[src/rtl/cell_measure_consts.vh]
// constants for the cell measurement slot and filter logic
`ifndef CELL_MEASURE_CONSTS_VH
`define CELL_MEASURE_CONSTS_VH
`define CLK_PERIOD_NS 10
`define SLOT_TIME_NS 8000
`define SLOT_CYC (`SLOT_TIME_NS / `CLK_PERIOD_NS)
`define RR_SLOTS 24
`define RESULT_DEFAULT 16'h8000
`define TAG_DIE 5'h00
`define TAG_THERMISTOR_BIAS_REF 5'h01
`define TAG_CELL_BASE 5'h02
`define TAG_BUSBAR 5'h12
`define SLOT_GPIO 5'h13
`define TAG_GPIO_BASE 5'h18
`define IDX_BB 5'h10
`define IDX_DIE 5'h11
`define IDX_GPIO 5'h12
`define IDX_THERMISTOR_BIAS_REF 5'h1A
`define NUM_RES 27
`define MIN_CELLS 5'h06
`define MAX_CELLS 5'h10
`define PIN_ADC 3'h4
`define PIN_ADC_LIM 3'h5
`define FRAC_BITS 7
`define DIE_MAX 16'h1F40
`define DIE_MIN 16'hF060
`define PWR_ACTIVE 2'h0
`define PWR_SLEEP 2'h1
`define PWR_SHUTDOWN 2'h2
`endif

[src/rtl/lpf_step.v]
// one update step of the single-pole recursive result filter
`timescale 1ns/1ps
`include "cell_measure_consts.vh"
module lpf_step (
  input wire [15:0] sample,
  input wire [22:0] state,
  input wire [2:0] cutoff_sel,
  input wire load,
  output wire [22:0] state_nxt,
  output reg [15:0] result
);
  wire signed [23:0] x_ext;
  wire signed [23:0] s_ext;
  wire signed [23:0] diff;
  wire signed [23:0] step;
  wire signed [23:0] sum;
  wire signed [23:0] rnd;
  wire signed [16:0] q;
  wire [2:0] sh;
  // code 0 is the highest cutoff, coefficient halves per code up to code 6; code 7 repeats code 6
  assign sh = (cutoff_sel > 3'h6) ? 3'h7 : cutoff_sel + 3'h1;
  assign x_ext = {sample[15], sample, 7'h00};
  assign s_ext = {state[22], state};
  assign diff = x_ext - s_ext;
  assign step = diff >>> sh;
  // first sample after enable loads the state directly
  assign sum = load ? x_ext : s_ext + step;
  assign state_nxt = sum[22:0];
  // extra fraction is rounded off and saturated
  assign rnd = sum + 24'sh000040;
  assign q = rnd[23:`FRAC_BITS];
  always @* begin
    if (q > 17'sh07FFF)
      result = 16'h7FFF;
    else if (q < -17'sh08000)
      result = 16'h8000;
    else
      result = q[15:0];
  end
endmodule

[src/rtl/result_fifo2.v]
// two-entry buffer with valid and ready on both sides
`timescale 1ns/1ps
module result_fifo2 #(
  parameter W = 21
) (
  input wire ref_clk,
  input wire arst_n,
  input wire in_valid,
  output reg in_ready,
  input wire [W-1:0] in_data,
  output wire out_valid,
  input wire out_ready,
  output wire [W-1:0] out_data
);
  reg [W-1:0] mem_r [0:1];
  reg wr_ptr_r;
  reg rd_ptr_r;
  reg [1:0] cnt_r;
  reg [1:0] cnt_nxt;
  wire push;
  wire pop;
  assign push = in_valid & in_ready;
  assign pop = out_valid & out_ready;
  assign out_valid = (cnt_r != 2'h0);
  assign out_data = mem_r[rd_ptr_r];
  always @* begin
    cnt_nxt = cnt_r;
    if (push & ~pop)
      cnt_nxt = cnt_r + 2'h1;
    else if (pop & ~push)
      cnt_nxt = cnt_r - 2'h1;
  end
  always @(posedge ref_clk or negedge arst_n) begin
    if (!arst_n) begin
      wr_ptr_r <= 1'b0;
      rd_ptr_r <= 1'b0;
      cnt_r <= 2'h0;
      in_ready <= 1'b0;
      mem_r[0] <= {W{1'b0}};
      mem_r[1] <= {W{1'b0}};
    end else begin
      cnt_r <= cnt_nxt;
      in_ready <= (cnt_nxt != 2'h2);
      if (push) begin
        mem_r[wr_ptr_r] <= in_data;
        wr_ptr_r <= ~wr_ptr_r;
      end
      if (pop)
        rd_ptr_r <= ~rd_ptr_r;
    end
  end
endmodule

[src/rtl/cell_measure_lpf_slots.v]
// slot sequencing, filtering and result registers of the main converter
//
// Operation
// - cell count from six to sixteen series cells is supported
// - level shifters are off in sleep and shutdown power modes
// - all sixteen cell slots stay in each cycle; inactive ones skipped
// - cell count field is the top active channel, lower ones active
// - active cell result is raw when filter off, filtered when on
// - inactive cell results stay at default and never update
// - seven cutoffs chosen by a three-bit select field
// - one cell cutoff setting applies to every cell filter
// - single-pole filter, coefficient 0.5 halving down to 1/128
// - each filter gets one sample per round-robin cycle
// - filter state loads the first sample after enabling
// - bus bar filter has its own cutoff select and enable
// - bus bar result raw when its filter off, filtered when on
// - die temperature is signed with zero meaning zero degrees
// - die temperature clamped between +200 and -100 degrees
// - die temperature also drives gain and offset correction
// - one general pin measured per cycle, all eight over eight cycles
// - pin measured only when configured as converter input
// - unconfigured pin slot skipped but kept in the cycle
// - each slot lasts 8 us, twenty-four slots make 192 us
// - results are 16-bit two's complement, high and low bytes
// - converter start resets every result to default first
// - after a high byte read the low byte holds until read
`timescale 1ns/1ps
`include "cell_measure_consts.vh"
module cell_measure_lpf_slots (
  input wire ref_clk,
  input wire arst_n,
  input wire adc_run,
  input wire [1:0] pwr_mode,
  input wire [3:0] highest_cell_count,
  input wire [2:0] cell_filter_cutoff_sel,
  input wire cell_filter_enable,
  input wire [2:0] busbar_filter_cutoff_sel,
  input wire busbar_filter_enable,
  input wire [23:0] pin_config_bank,
  output reg conv_start,
  output reg [4:0] conv_sel,
  input wire conv_valid,
  input wire [4:0] conv_tag,
  input wire [15:0] conv_data,
  output wire conv_ready,
  input wire [4:0] rd_sel,
  input wire rd_hi,
  input wire rd_lo,
  output reg [7:0] rd_data,
  output reg [15:0] level_shift_en,
  output reg [15:0] die_corr_temp,
  output reg rr_done
);
  // slot timer end points, cut to the counter widths
  localparam SLOT_LAST_W = `SLOT_CYC - 1;
  localparam SLOT_END_W = `RR_SLOTS - 1;
  localparam [9:0] SLOT_LAST = SLOT_LAST_W[9:0];
  localparam [4:0] SLOT_END = SLOT_END_W[4:0];

  reg run_d_r;
  reg [9:0] cyc_r;
  reg [4:0] slot_r;
  reg [2:0] gidx_r;
  reg [4:0] ncell_r;
  reg cell_en_r;
  reg bb_en_r;
  reg [2:0] cell_sel_r;
  reg [2:0] bb_sel_r;
  reg [23:0] pin_cfg_r;
  reg [15:0] res_r [0:`NUM_RES-1];
  reg [7:0] lo_r [0:`NUM_RES-1];
  reg [`NUM_RES-1:0] frz_r;
  reg [22:0] flt_r [0:16];
  reg [16:0] primed_r;
  reg [4:0] ncell_nxt;
  reg slot_act;
  reg [4:0] tag;
  reg [4:0] widx;
  reg wen;
  reg [15:0] wval;
  reg fsel;
  reg [4:0] fidx;
  reg [15:0] die_c;
  wire start;
  wire busy;
  wire pop_ready;
  wire pop_valid;
  wire [20:0] pop_data;
  wire [4:0] pop_tag;
  wire [15:0] pop_val;
  wire [2:0] pin_f;
  wire [22:0] f_state_nxt;
  wire [15:0] f_result;
  wire f_load;
  wire [2:0] f_sel;
  wire pop;
  wire [16:0] ls_mask;

  // effective cell count: code 0 means sixteen, small codes lift to six
  always @* begin
    if (highest_cell_count == 4'h0)
      ncell_nxt = `MAX_CELLS;
    else if ({1'b0, highest_cell_count} < `MIN_CELLS)
      ncell_nxt = `MIN_CELLS;
    else
      ncell_nxt = {1'b0, highest_cell_count};
  end

  assign start = adc_run & ~run_d_r;
  assign busy = rd_hi | rd_lo;
  assign pop_ready = ~busy;
  assign pop = pop_valid & pop_ready;
  assign pop_tag = pop_data[20:16];
  assign pop_val = pop_data[15:0];
  assign pin_f = pin_cfg_r[gidx_r*3 +: 3];
  // mask of level shifters for the active cells
  assign ls_mask = (17'h00001 << ncell_nxt) - 17'h00001;

  // slot activity and the tag sent with each conversion request
  always @* begin
    slot_act = 1'b0;
    tag = slot_r;
    if (slot_r == `TAG_DIE || slot_r == `TAG_THERMISTOR_BIAS_REF ||
        slot_r == `TAG_BUSBAR)
      slot_act = 1'b1;
    else if (slot_r >= `TAG_CELL_BASE && slot_r < `TAG_BUSBAR)
      slot_act = (slot_r - `TAG_CELL_BASE) < ncell_r;
    else if (slot_r == `SLOT_GPIO) begin
      tag = `TAG_GPIO_BASE + {2'h0, gidx_r};
      slot_act = (pin_f == `PIN_ADC) || (pin_f == `PIN_ADC_LIM);
    end else begin
      // spare slots keep their time but never convert
      slot_act = 1'b0;
    end
  end

  // slot timer: fixed slot length, all slots kept in every cycle
  always @(posedge ref_clk or negedge arst_n) begin
    if (!arst_n) begin
      run_d_r <= 1'b0;
      cyc_r <= 10'h000;
      slot_r <= 5'h00;
      gidx_r <= 3'h0;
      conv_start <= 1'b0;
      conv_sel <= 5'h00;
      rr_done <= 1'b0;
      ncell_r <= `MAX_CELLS;
      cell_en_r <= 1'b0;
      bb_en_r <= 1'b0;
      cell_sel_r <= 3'h0;
      bb_sel_r <= 3'h0;
      pin_cfg_r <= 24'h000000;
      level_shift_en <= 16'h0000;
    end else begin
      run_d_r <= adc_run;
      conv_start <= 1'b0;
      rr_done <= 1'b0;
      if (pwr_mode == `PWR_ACTIVE)
        level_shift_en <= ls_mask[15:0];
      else
        level_shift_en <= 16'h0000;
      if (start) begin
        ncell_r <= ncell_nxt;
        cell_en_r <= cell_filter_enable;
        bb_en_r <= busbar_filter_enable;
        cell_sel_r <= cell_filter_cutoff_sel;
        bb_sel_r <= busbar_filter_cutoff_sel;
        pin_cfg_r <= pin_config_bank;
        cyc_r <= 10'h000;
        slot_r <= 5'h00;
        gidx_r <= 3'h0;
      end else if (adc_run) begin
        if (cyc_r == 10'h000 && slot_act) begin
          conv_start <= 1'b1;
          conv_sel <= tag;
        end
        if (cyc_r == SLOT_LAST) begin
          cyc_r <= 10'h000;
          if (slot_r == SLOT_END) begin
            slot_r <= 5'h00;
            gidx_r <= gidx_r + 3'h1;
            rr_done <= 1'b1;
          end else begin
            slot_r <= slot_r + 5'h01;
          end
        end else begin
          cyc_r <= cyc_r + 10'h001;
        end
      end
    end
  end

  // results from the converter pass a two-entry buffer
  result_fifo2 #(
    .W(21)
  ) u_buf (
    .ref_clk(ref_clk),
    .arst_n(arst_n),
    .in_valid(conv_valid),
    .in_ready(conv_ready),
    .in_data({conv_tag, conv_data}),
    .out_valid(pop_valid),
    .out_ready(pop_ready),
    .out_data(pop_data)
  );

  // filter selection for the popped word
  always @* begin
    fsel = 1'b0;
    fidx = 5'h00;
    if (pop_tag >= `TAG_CELL_BASE && pop_tag < `TAG_BUSBAR) begin
      fidx = pop_tag - `TAG_CELL_BASE;
      fsel = cell_en_r;
    end else if (pop_tag == `TAG_BUSBAR) begin
      fidx = `IDX_BB;
      fsel = bb_en_r;
    end
  end

  assign f_load = ~primed_r[fidx];
  assign f_sel = (pop_tag == `TAG_BUSBAR) ? bb_sel_r : cell_sel_r;

  lpf_step u_lpf (
    .sample(pop_val),
    .state(flt_r[fidx]),
    .cutoff_sel(f_sel),
    .load(f_load),
    .state_nxt(f_state_nxt),
    .result(f_result)
  );

  // die temperature clamp
  always @* begin
    if ($signed(pop_val) > $signed(`DIE_MAX))
      die_c = `DIE_MAX;
    else if ($signed(pop_val) < $signed(`DIE_MIN))
      die_c = `DIE_MIN;
    else
      die_c = pop_val;
  end

  // result write decode
  always @* begin
    wen = 1'b0;
    widx = 5'h00;
    wval = pop_val;
    if (pop) begin
      if (pop_tag >= `TAG_CELL_BASE && pop_tag < `TAG_BUSBAR) begin
        widx = pop_tag - `TAG_CELL_BASE;
        wen = (widx < ncell_r);
        wval = fsel ? f_result : pop_val;
      end else if (pop_tag == `TAG_BUSBAR) begin
        widx = `IDX_BB;
        wen = 1'b1;
        wval = fsel ? f_result : pop_val;
      end else if (pop_tag == `TAG_DIE) begin
        widx = `IDX_DIE;
        wen = 1'b1;
        wval = die_c;
      end else if (pop_tag == `TAG_THERMISTOR_BIAS_REF) begin
        widx = `IDX_THERMISTOR_BIAS_REF;
        wen = 1'b1;
      end else if (pop_tag >= `TAG_GPIO_BASE) begin
        widx = `IDX_GPIO + {2'h0, pop_tag[2:0]};
        wen = 1'b1;
      end
    end
  end

  // filter states, one per cell channel plus the bus bar
  genvar gf;
  generate
    for (gf = 0; gf < 17; gf = gf + 1) begin : g_flt
      always @(posedge ref_clk or negedge arst_n) begin
        if (!arst_n) begin
          flt_r[gf] <= 23'h000000;
          primed_r[gf] <= 1'b0;
        end else if (start) begin
          primed_r[gf] <= 1'b0;
        end else if (pop && fsel && fidx == gf && wen) begin
          flt_r[gf] <= f_state_nxt;
          primed_r[gf] <= 1'b1;
        end
      end
    end
  endgenerate

  // result registers with low byte hold after a high byte read
  genvar gr;
  generate
    for (gr = 0; gr < `NUM_RES; gr = gr + 1) begin : g_res
      always @(posedge ref_clk or negedge arst_n) begin
        if (!arst_n) begin
          res_r[gr] <= `RESULT_DEFAULT;
          lo_r[gr] <= 8'h00;
          frz_r[gr] <= 1'b0;
        end else if (start) begin
          res_r[gr] <= `RESULT_DEFAULT;
          lo_r[gr] <= 8'h00;
          frz_r[gr] <= 1'b0;
        end else begin
          if (wen && widx == gr) begin
            res_r[gr] <= wval;
            if (!frz_r[gr])
              lo_r[gr] <= wval[7:0];
          end
          if (rd_hi && rd_sel == gr) begin
            frz_r[gr] <= 1'b1;
            lo_r[gr] <= res_r[gr][7:0];
          end else if (rd_lo && rd_sel == gr)
            frz_r[gr] <= 1'b0;
        end
      end
    end
  endgenerate

  // read port and die temperature for gain and offset correction
  always @(posedge ref_clk or negedge arst_n) begin
    if (!arst_n) begin
      rd_data <= 8'h00;
      die_corr_temp <= 16'h0000;
    end else begin
      if (wen && widx == `IDX_DIE)
        die_corr_temp <= wval;
      // the byte stands until the next strobe
      if (rd_hi || rd_lo) begin
        if (rd_sel >= `NUM_RES)
          rd_data <= 8'h00;
        else if (rd_hi)
          rd_data <= res_r[rd_sel][15:8];
        else
          rd_data <= frz_r[rd_sel] ? lo_r[rd_sel] : res_r[rd_sel][7:0];
      end
    end
  end
endmodule

[config.mk]
export PLATFORM = sky130hd
export DESIGN_NAME = cell_measure_lpf_slots
export DESIGN_NICKNAME = d
export VERILOG_FILES = /design/src/rtl/lpf_step.v /design/src/rtl/result_fifo2.v /design/src/rtl/cell_measure_lpf_slots.v
export VERILOG_INCLUDE_DIRS = /design/src /design/src/rtl
export SDC_FILE = /design/constraint.sdc
export NUM_CORES = 2
export LEC_CHECK = 0
export BUFFER_PORTS_ARGS = -buffer_cell sky130_fd_sc_hd__buf_2
export CORE_MARGIN = 5
export CORE_UTILIZATION = 39
export DETAILED_ROUTE_END_ITERATION = 8
export MAX_ROUTING_LAYER = met4
export PLACE_DENSITY_LB_ADDON = 0.3
export SETUP_SLACK_MARGIN = 0.2
export SLEW_MARGIN = 20
export SYNTH_ARGS = -nofsm -noshare
export SYNTH_HDL_FRONTEND = slang
export SYNTH_HIERARCHICAL = 1
export SYNTH_SLANG_ARGS = --single-unit
[constraint.sdc]
create_clock -name ref_clk -period 21.8 [get_ports ref_clk]
set_input_delay 2.18 -clock ref_clk [delete_from_list [all_inputs] [get_ports ref_clk]]
set_output_delay 2.18 -clock ref_clk [all_outputs]
set_load 0.03 [all_outputs]
=== Yosys cells after proc, flatten, opt, wreduce, memory -nomap -nowiden ===
Index checks and enable logic that the tools add are counted.

* Div/mod/pow operators: 0
* Multiply operators: 1
* Shift-type cells: 3
* Mux-type cells: 356
* Reductions and logical operators: 281
* Equality and inequality tests: 105
* Order comparisons: 21
* Bitwise gates (word level): 17
* $add $sub $neg: 14

{| class="wikitable"
|+ Operators by type and width
! kind !! number
|-
| two-way mux 16 bit || 66
|-
| two-way mux 8 bit || 113
|-
| nonzero test 3 bit || 54
|-
| equality test 5 bit, second input constant || 27
|-
| two-way mux 1 bit || 135
|-
| equality test 5 x 4 -> 1 bit, second input constant || 24
|-
| logical AND 1 bit || 120
|-
| binary-select mux 23 bit (select 5 bit) || 1
|-
| nonzero test 2 bit || 48
|-
| AND reduction 2 bit || 45
|-
| two-way mux 21 bit || 4
|-
| != test 3 x 1 -> 1 bit, second input constant || 27
|-
| binary-select mux 16 bit (select 5 bit) || 1
|-
| two-way mux 5 bit || 16
|-
| equality test 5 x 3 -> 1 bit, second input constant || 12
|-
| two-way mux 23 bit || 2
|-
| bitwise mux 42 bit || 1
|-
| binary-select mux 8 bit (select 5 bit) || 1
|-
| equality test 5 x 2 -> 1 bit, second input constant || 6
|-
| two-way mux 10 bit || 3
|-
| equality test 5 x 1 -> 1 bit, second input constant || 5
|-
| zero test 5 bit || 5
|-
| adder 23 x 24 -> 24 bit || 1
|-
| adder 24 x 8 -> 24 bit, second input constant || 1
|-
| other kinds (47) || 80
|}

* Memory bits (writable): 0
* Bits in registers: 1233
* Output and inout port bits: 48
* Logic and storage cells: 935
* Latch bits: 0
* Memory bits (read-only): 0
* Input bits: 70
* Memories kept: 0

=== Longest topological paths before layout ===
* Depth in word-level cells: 27
* Mapped depth: 47
* Gate-level depth less buffers: 38

=== Cells and area by module ===
Netlist, hierarchy kept.

{| class="wikitable"
|+ Modules (own cells, without submodules)
! module !! times used !! cells each !! area each (um2)
|-
| cell_measure_lpf_slots || 1 || 5334 || 57198.6
|-
| lpf_step || 1 || 650 || 4391.7
|-
| result_fifo2 || 1 || 141 || 2255.9
|}

=== Worst setup path before layout ===
OpenSTA, ideal clock, no wires.

* Path type: register to register
* Start: register u_buf.rd_ptr_r
* End: register lo_r[198] (netlist bit)
* Slack: 12.402 ns
* Clock period less this slack: 9.398 ns
* Setup time: 0.125 ns
* Arrival: 9.274 ns
* Cell stages (with the launch flop): 47
* Path through: dfrtp_1 buf_2 mux2_2 buf_2 inv_1 ha_1 nor2b_1 buf_2 nor2_1 a211oi_1 clkbuf_1 clkbuf_1 a222oi_1 o21ai_0 nor4_1 a21oi_1 inv_1 ha_1 (+11 left out) clkbuf_2 nand2_1 o21ai_1 nor3_1 and3_1 nor3_1 and2_1 nand4_2 nor3_4 o211a_1 buf_6 a311oi_2 mux2i_1 o21a_1 clkbuf_1 clkbuf_1 a21o_1 a21oi_1

* Longest elaborated chain between the ends: 27

{| class="wikitable"
|+ RTL lines
! item !! RTL line !! source
|-
| start: declaration || result_fifo2.v:17 || <nowiki>reg rd_ptr_r;</nowiki>
|-
| start signal: assignment || result_fifo2.v:49 || <nowiki>rd_ptr_r <= ~rd_ptr_r;</nowiki>
|-
| NOT 1 -> 2 bit (implied by the code) * || result_fifo2.v:25 || <nowiki>assign out_data = mem_r[rd_ptr_r];</nowiki>
|-
| two-way mux 21 bit (implied by the code) * (3 in series) || result_fifo2.v:25 ||
|-
| via pop_data[17] || cell_measure_lpf_slots.v:88 || <nowiki>wire [20:0] pop_data;</nowiki>
|-
| greater-or-equal comparator 5 x 2 -> 1 bit (no source line) (tied with other cells) || -- ||
|-
| logical AND 1 bit (no source line) or two-way mux 5 bit (tied branches) || -- ||
|-
| two-way mux 5 bit || cell_measure_lpf_slots.v:211 || <nowiki>if (pop_tag >= `TAG_CELL_BASE && pop_tag < `TAG_BUSBAR) begin</nowiki>
|-
| NOT 5 -> 6 bit (implied by the code) || cell_measure_lpf_slots.v:225 || <nowiki>.state(flt_r[fidx]),</nowiki>
|-
| binary-select mux 23 bit (select 5 bit) || cell_measure_lpf_slots.v:225 ||
|-
| (+6 left out) || -- ||
|-
| via f_state_nxt[18] || cell_measure_lpf_slots.v:92 || <nowiki>wire [22:0] f_state_nxt;</nowiki>
|-
| (+4 left out) || -- ||
|-
| via f_result[6] || cell_measure_lpf_slots.v:93 || <nowiki>wire [15:0] f_result;</nowiki>
|-
| two-way mux 16 bit * || cell_measure_lpf_slots.v:251, cell_measure_lpf_slots.v:255 ||
|-
| two-way mux 16 bit || cell_measure_lpf_slots.v:252 || <nowiki>end else if (pop_tag == `TAG_BUSBAR) begin</nowiki>
|-
| two-way mux 16 bit * || cell_measure_lpf_slots.v:248 || <nowiki>if (pop_tag >= `TAG_CELL_BASE && pop_tag < `TAG_BUSBAR) begin</nowiki>
|-
| two-way mux 16 bit * || cell_measure_lpf_slots.v:247 || <nowiki>if (pop) begin</nowiki>
|-
| two-way mux 8 bit * || cell_measure_lpf_slots.v:304 || <nowiki>if (!frz_r[gr])</nowiki>
|-
| two-way mux 8 bit * || cell_measure_lpf_slots.v:302 || <nowiki>if (wen && widx == gr) begin</nowiki>
|-
| two-way mux 8 bit * || cell_measure_lpf_slots.v:307 || <nowiki>if (rd_hi && rd_sel == gr) begin</nowiki>
|-
| two-way mux 8 bit * || cell_measure_lpf_slots.v:297 || <nowiki>end else if (start) begin</nowiki>
|-
| end signal: indexed assignment || cell_measure_lpf_slots.v:305 || <nowiki>lo_r[gr] <= wval[7:0];</nowiki>
|-
| end signal: indexed assignment || cell_measure_lpf_slots.v:309 || <nowiki>lo_r[gr] <= res_r[gr][7:0];</nowiki>
|-
| end: declaration || cell_measure_lpf_slots.v:71 || <nowiki>reg [7:0] lo_r [0:`NUM_RES-1];</nowiki>
|}

The timed path passes the listed nets; every way through them passes the cells marked *. The select of a mux whose other input is x is not followed.
A chain may end at the register's enable or synchronous reset.

=== Worst setup path after layout ===
* Start: register u_buf.rd_ptr_r
* End: register lo_r[170] (netlist bit)

Same word-level chain as after synthesis.

==> results <==
- The flow ran to the end, and the final reports show no timing, DRC or antenna violations.
- The slowest stage of the critical path is the a21oi_4 cell.
- The clock tree root buffer cell is clkbuf_16.
- Setup repair after global routing left no endpoint under its margin.
- The congestion estimate from routability-driven global placement came to between 0.9 and 1.
- The global router's overall resource usage is 0.248.
- The aggregate negative setup slack is 0 ps.
- The number of sinks on the clock net is 1225.
- The layout cell share with drive strength beyond 1 is 0.209.
- By area the synthesized netlist is led by dfrtp_1, mux2_2, mux4_2.
- The netlist uses 113 different library cells.
- The required time at the endpoint of the critical path is between 20000 and 25000 ps.
- The global-route congestion overflow total is 0.
- The worst setup path category is flip-flop to flip-flop.
- No sink is reached through more buffers than the 3 on the longest clock path.
- The count of antenna-violating nets left after detailed routing is 0.
- The number of DRC markers after the initial detailed-route iteration is around 5600.
- The final cell count without fillers is 8336.
- The worst setup path is captured at a flip-flop.
- The I/O pin count is between 100 and 150.
- Once placement finished, the instance area stood at 66700 µm².
- After detailed routing, the average wire length per cell comes to approximately 26 µm.
- From left edge to right edge, the die measures around 410 µm.
- In the final routing, the length of wire on met1 measures 89.2 mm.
- Input and output buffers added on the ports amount to 109.
- The die is approximately 410 µm tall.
- The length of routed met3 wiring is roughly 16 mm.
- Entering global routing, the biggest net connects between 200 and 250 pins.
- In the synthesized netlist, the number of instances is 6125.
- The most used flip-flop cell after synthesis is dfrtp_1.
- The mean number of vias per cell is 6.11.
- Of all flip-flops after synthesis, the portion carrying an async set or reset was 1.00.
- The number of hold buffers added after CTS was 0.
- The pre-antenna-repair detailed-routing pass consisted of 8 iterations.
- The minimum hold slack is 471 ps.
- The total of max-cap violations is 0.
- The mean instance size in the synthesized netlist is 10.4 µm².
- Buffers inserted during clock tree synthesis total 138.
- The total non-filler cell area in the finished layout is roughly 72000 µm².
- Relative to the synthesized area, the layout overhead comes to 12.0%.
- For this configuration, the core starts out at a cell density of 0.392.
- In this run the power density over the cells is 162 nW/µm².
- The standard-cell row count is around 150.
- The first-pass GRT wire length is approximately 320 mm.
- The share of synthesized area in the top cell type comes to 0.469.
- The quantity of gates resized following cts is 0.
- At the end of the flow, the number of nets in the layout was approximately 6200.
- Dividing the final minimum period by the clock period gives 0.628.
- Counting tap cells, the placed design contains a total of 8079 instances.
- The startpoint identified for the worst register-to-register timing path is u_buf/rd_ptr_r.
- The count of flip-flops with a built-in enable after synthesis is 0.
- Setup violations remaining at the end of the flow were counted as 0.
- In the routed design, unresolved DRC markers number 0.
- The library cell occupying the most area in the post-synthesis netlist is dfrtp_1.
- The netlist area before placement is between 60000 and 70000 µm².
- The routed layout has slightly above 50000 vias.
- The highest metal layer with signal wires is met4.
- The register bit count reported by yosys is 1225.
- Detailed placement ended at an HPWL of 138 mm.
- The number of antenna violations at the first check in global routing is 5.
- In this run the post-CTS setup repair buffer count came out at 0.
- The maximum clock skew at final layout is 74.3 ps.
- The sink of the worst hold path is bb_sel_r[1].
- In this design, the stage delay of the slowest critical-path cell is between 900 and 1000 ps.
- The core box area is 163000 µm².
- Measured in cells, the most critical reg-to-reg path has a length of just over 40.
- After synthesis, the most frequently instantiated cells are dfrtp_1, nand2_1, nor2_1.
- The worst hold path begins at bb_sel_r[1].
- The sequential share of the synthesized area is 0.481.
- The via count of the first global-routing pass is 49930.
- The largest fanout on the critical path is 48.
- Along the worst hold path, the cell count comes to 2.
- The minimum setup slack among reg-to-reg paths is 8110 ps.
- The Yosys warning count is 6.
- The analysis attributes to cell leakage a power of 31.0 nW.
- The most repeated cell in the gate-level netlist after synthesis is dfrtp_1.
- Setup slack on the critical path of the routed design comes to a little over 8000 ps.
- The insertion delay to the later sink of the worst-skew pair is 810 ps.
- The final count of hold timing violations was 0.
- The top achievable clock speed is 73.1 MHz.
- The transition at the pin with the smallest max-transition slack is 1230 ps.
- In this run the tightest slew margin relative to its limit is 0.183.
- In this run the critical register-to-register path is captured at lo_r[170].
- The worst vdd rail ir drop is 239 µV.
- At the worst endpoint, the arrival time is 14370 ps.
- TritonCTS built the clock tree.
- The register clock-pin slew on the reported worst setup and hold paths is 60 ps.
- The most repeated library cell on the critical path is o21ai_0.
- The number of max-slew violations in the final report is 0.
- The met2 wire length is 96.5 mm.
- STA classifies the critical path startpoint as a flip-flop.
- At the placement stage, the worst setup path has a slack of 8390 ps.
- The H-tree generated during clock tree synthesis spans 4 levels.
- The time the worst path needs with I/O delays and setup is 13690 ps.
- The die covers 172000 µm².
- The min-delay analysis places its worst path in the category flip-flop to flip-flop.
- Wires add up to 213 mm.
==> kinds of logic (layout without fill, tap and decap cells) <==
group / count (synthesis) / in the layout / synth area share
AO/OA/AOI/OAI: 1705 / 1705 / 0.182
flip-flops: 1225 / 1225 / 0.481
multiplexers: 750 / 750 / 0.157
XOR/XNOR: 54 / 54 / 0.00762
adder cells (fa/ha/maj): 74 / 74 / 0.0146
buffers and inverters: 571 / 600 / 0.0372
other: 1 / 8 / 0.0000587
AND/OR/NAND/NOR: 1745 / 1745 / 0.121
==> through the flow <==
step / power, mW / utilization
after global placement: 9.00 / 0.410
after global routing: 12.2 / 0.439
after floorplan: 6.91 / -
after CTS: 11.5 / 0.439
after detailed placement: 9.09 / 0.410
final: 11.6 / 0.439
==> how the worst max path moves through the flow <==
stage / from / end / slack [ps] / cells after the start
finish: u_buf/rd_ptr_r / lo_r[170] / 8110 / 41
global route: u_buf/rd_ptr_r / lo_r[170] / 7250 / 41
CTS: u_buf/rd_ptr_r / lo_r[170] / 8320 / 41
detailed placement: u_buf/rd_ptr_r / lo_r[170] / 8390 / 41
global placement: u_buf/rd_ptr_r / lo_r[170] / 8410 / 41
floorplan: u_buf/rd_ptr_r / lo_r[198] / 12400 / 46
==> critical path, delay by kind of cell, from the launching register on <==
kind	cells	cell delay (ps)
AO/OA/AOI/OAI	19	5950
buffers and inverters	7	2540
flip-flops	1	350
XOR/XNOR	1	310
adder cells (fa/ha/maj)	3	1310
multiplexers	3	970
AND/OR/NAND/NOR	8	2050
==> final cells by class <==
cell class | count | area, µm²
Fill cell | 15266 | 91200
Multi-Input combinational cell | 4330 | 31200
Sequential cell | 1225 | 30700
Clock buffer | 205 | 4020
Tap cell | 2175 | 2720
Timing Repair Buffer | 271 | 1870
Clock inverter | 42 | 728
Inverter | 82 | 308
Antenna cell | 6 | 15.0
==> cell usage in the layout (no fill, tap or decap), types with 19 or more instances in the layout <==
cell type  instances
a2bb2oi_1         31
xor2_1            22
nor4_1            28
buf_2            106
mux2i_1          120
o22ai_1          135
a222oi_1          93
xnor2_1           31
and2_1            27
o211ai_1          44
a22oi_1          108
clkbuf_16        138
nand3_1           42
nand4_1           24
mux2_4            39
a21boi_0          21
ha_1              72
buf_4            156
a211oi_1         318
o21ai_0          218
clkbuf_8          31
inv_1             82
a21o_1            50
nor2_1           613
a31oi_1           19
mux2_2           448
dfstp_2           28
nand2b_1          28
or3_1             20
nor3_1           107
mux4_2           142
nand2_1          682
clkbuf_1          36
dfrtp_1         1197
a21oi_1          447
==> routing by layer <==
metal	vias up	global-route usage
met5	-	-
met3	523	0.0450
li1	22462	-
met2	2160	0.372
met4	0	0.120
met1	25790	0.327
==> state kept, by name, summed over array words and instances (netlist names), 8 cells and up <==
name	cells
flt_r	391
level_shift_en	16
u_buf/mem_r	42
pin_cfg_r	16
res_r	432
lo_r	216
rd_data	8
die_corr_temp	16
cyc_r	10
primed_r	17
frz_r	27
==> power by group <==
| part | total [mW] | switching, mW | leakage (nW) | internal (mW) |
|---|---|---|---|---|
| logic | 6.39 | 4.50 | 12.4 | 1.89 |
| clock network | 2.42 | 1.02 | 2.31 | 1.40 |
| registers | 2.81 | 0.197 | 16.4 | 2.61 |
Power figures use the tool's default switching activity.
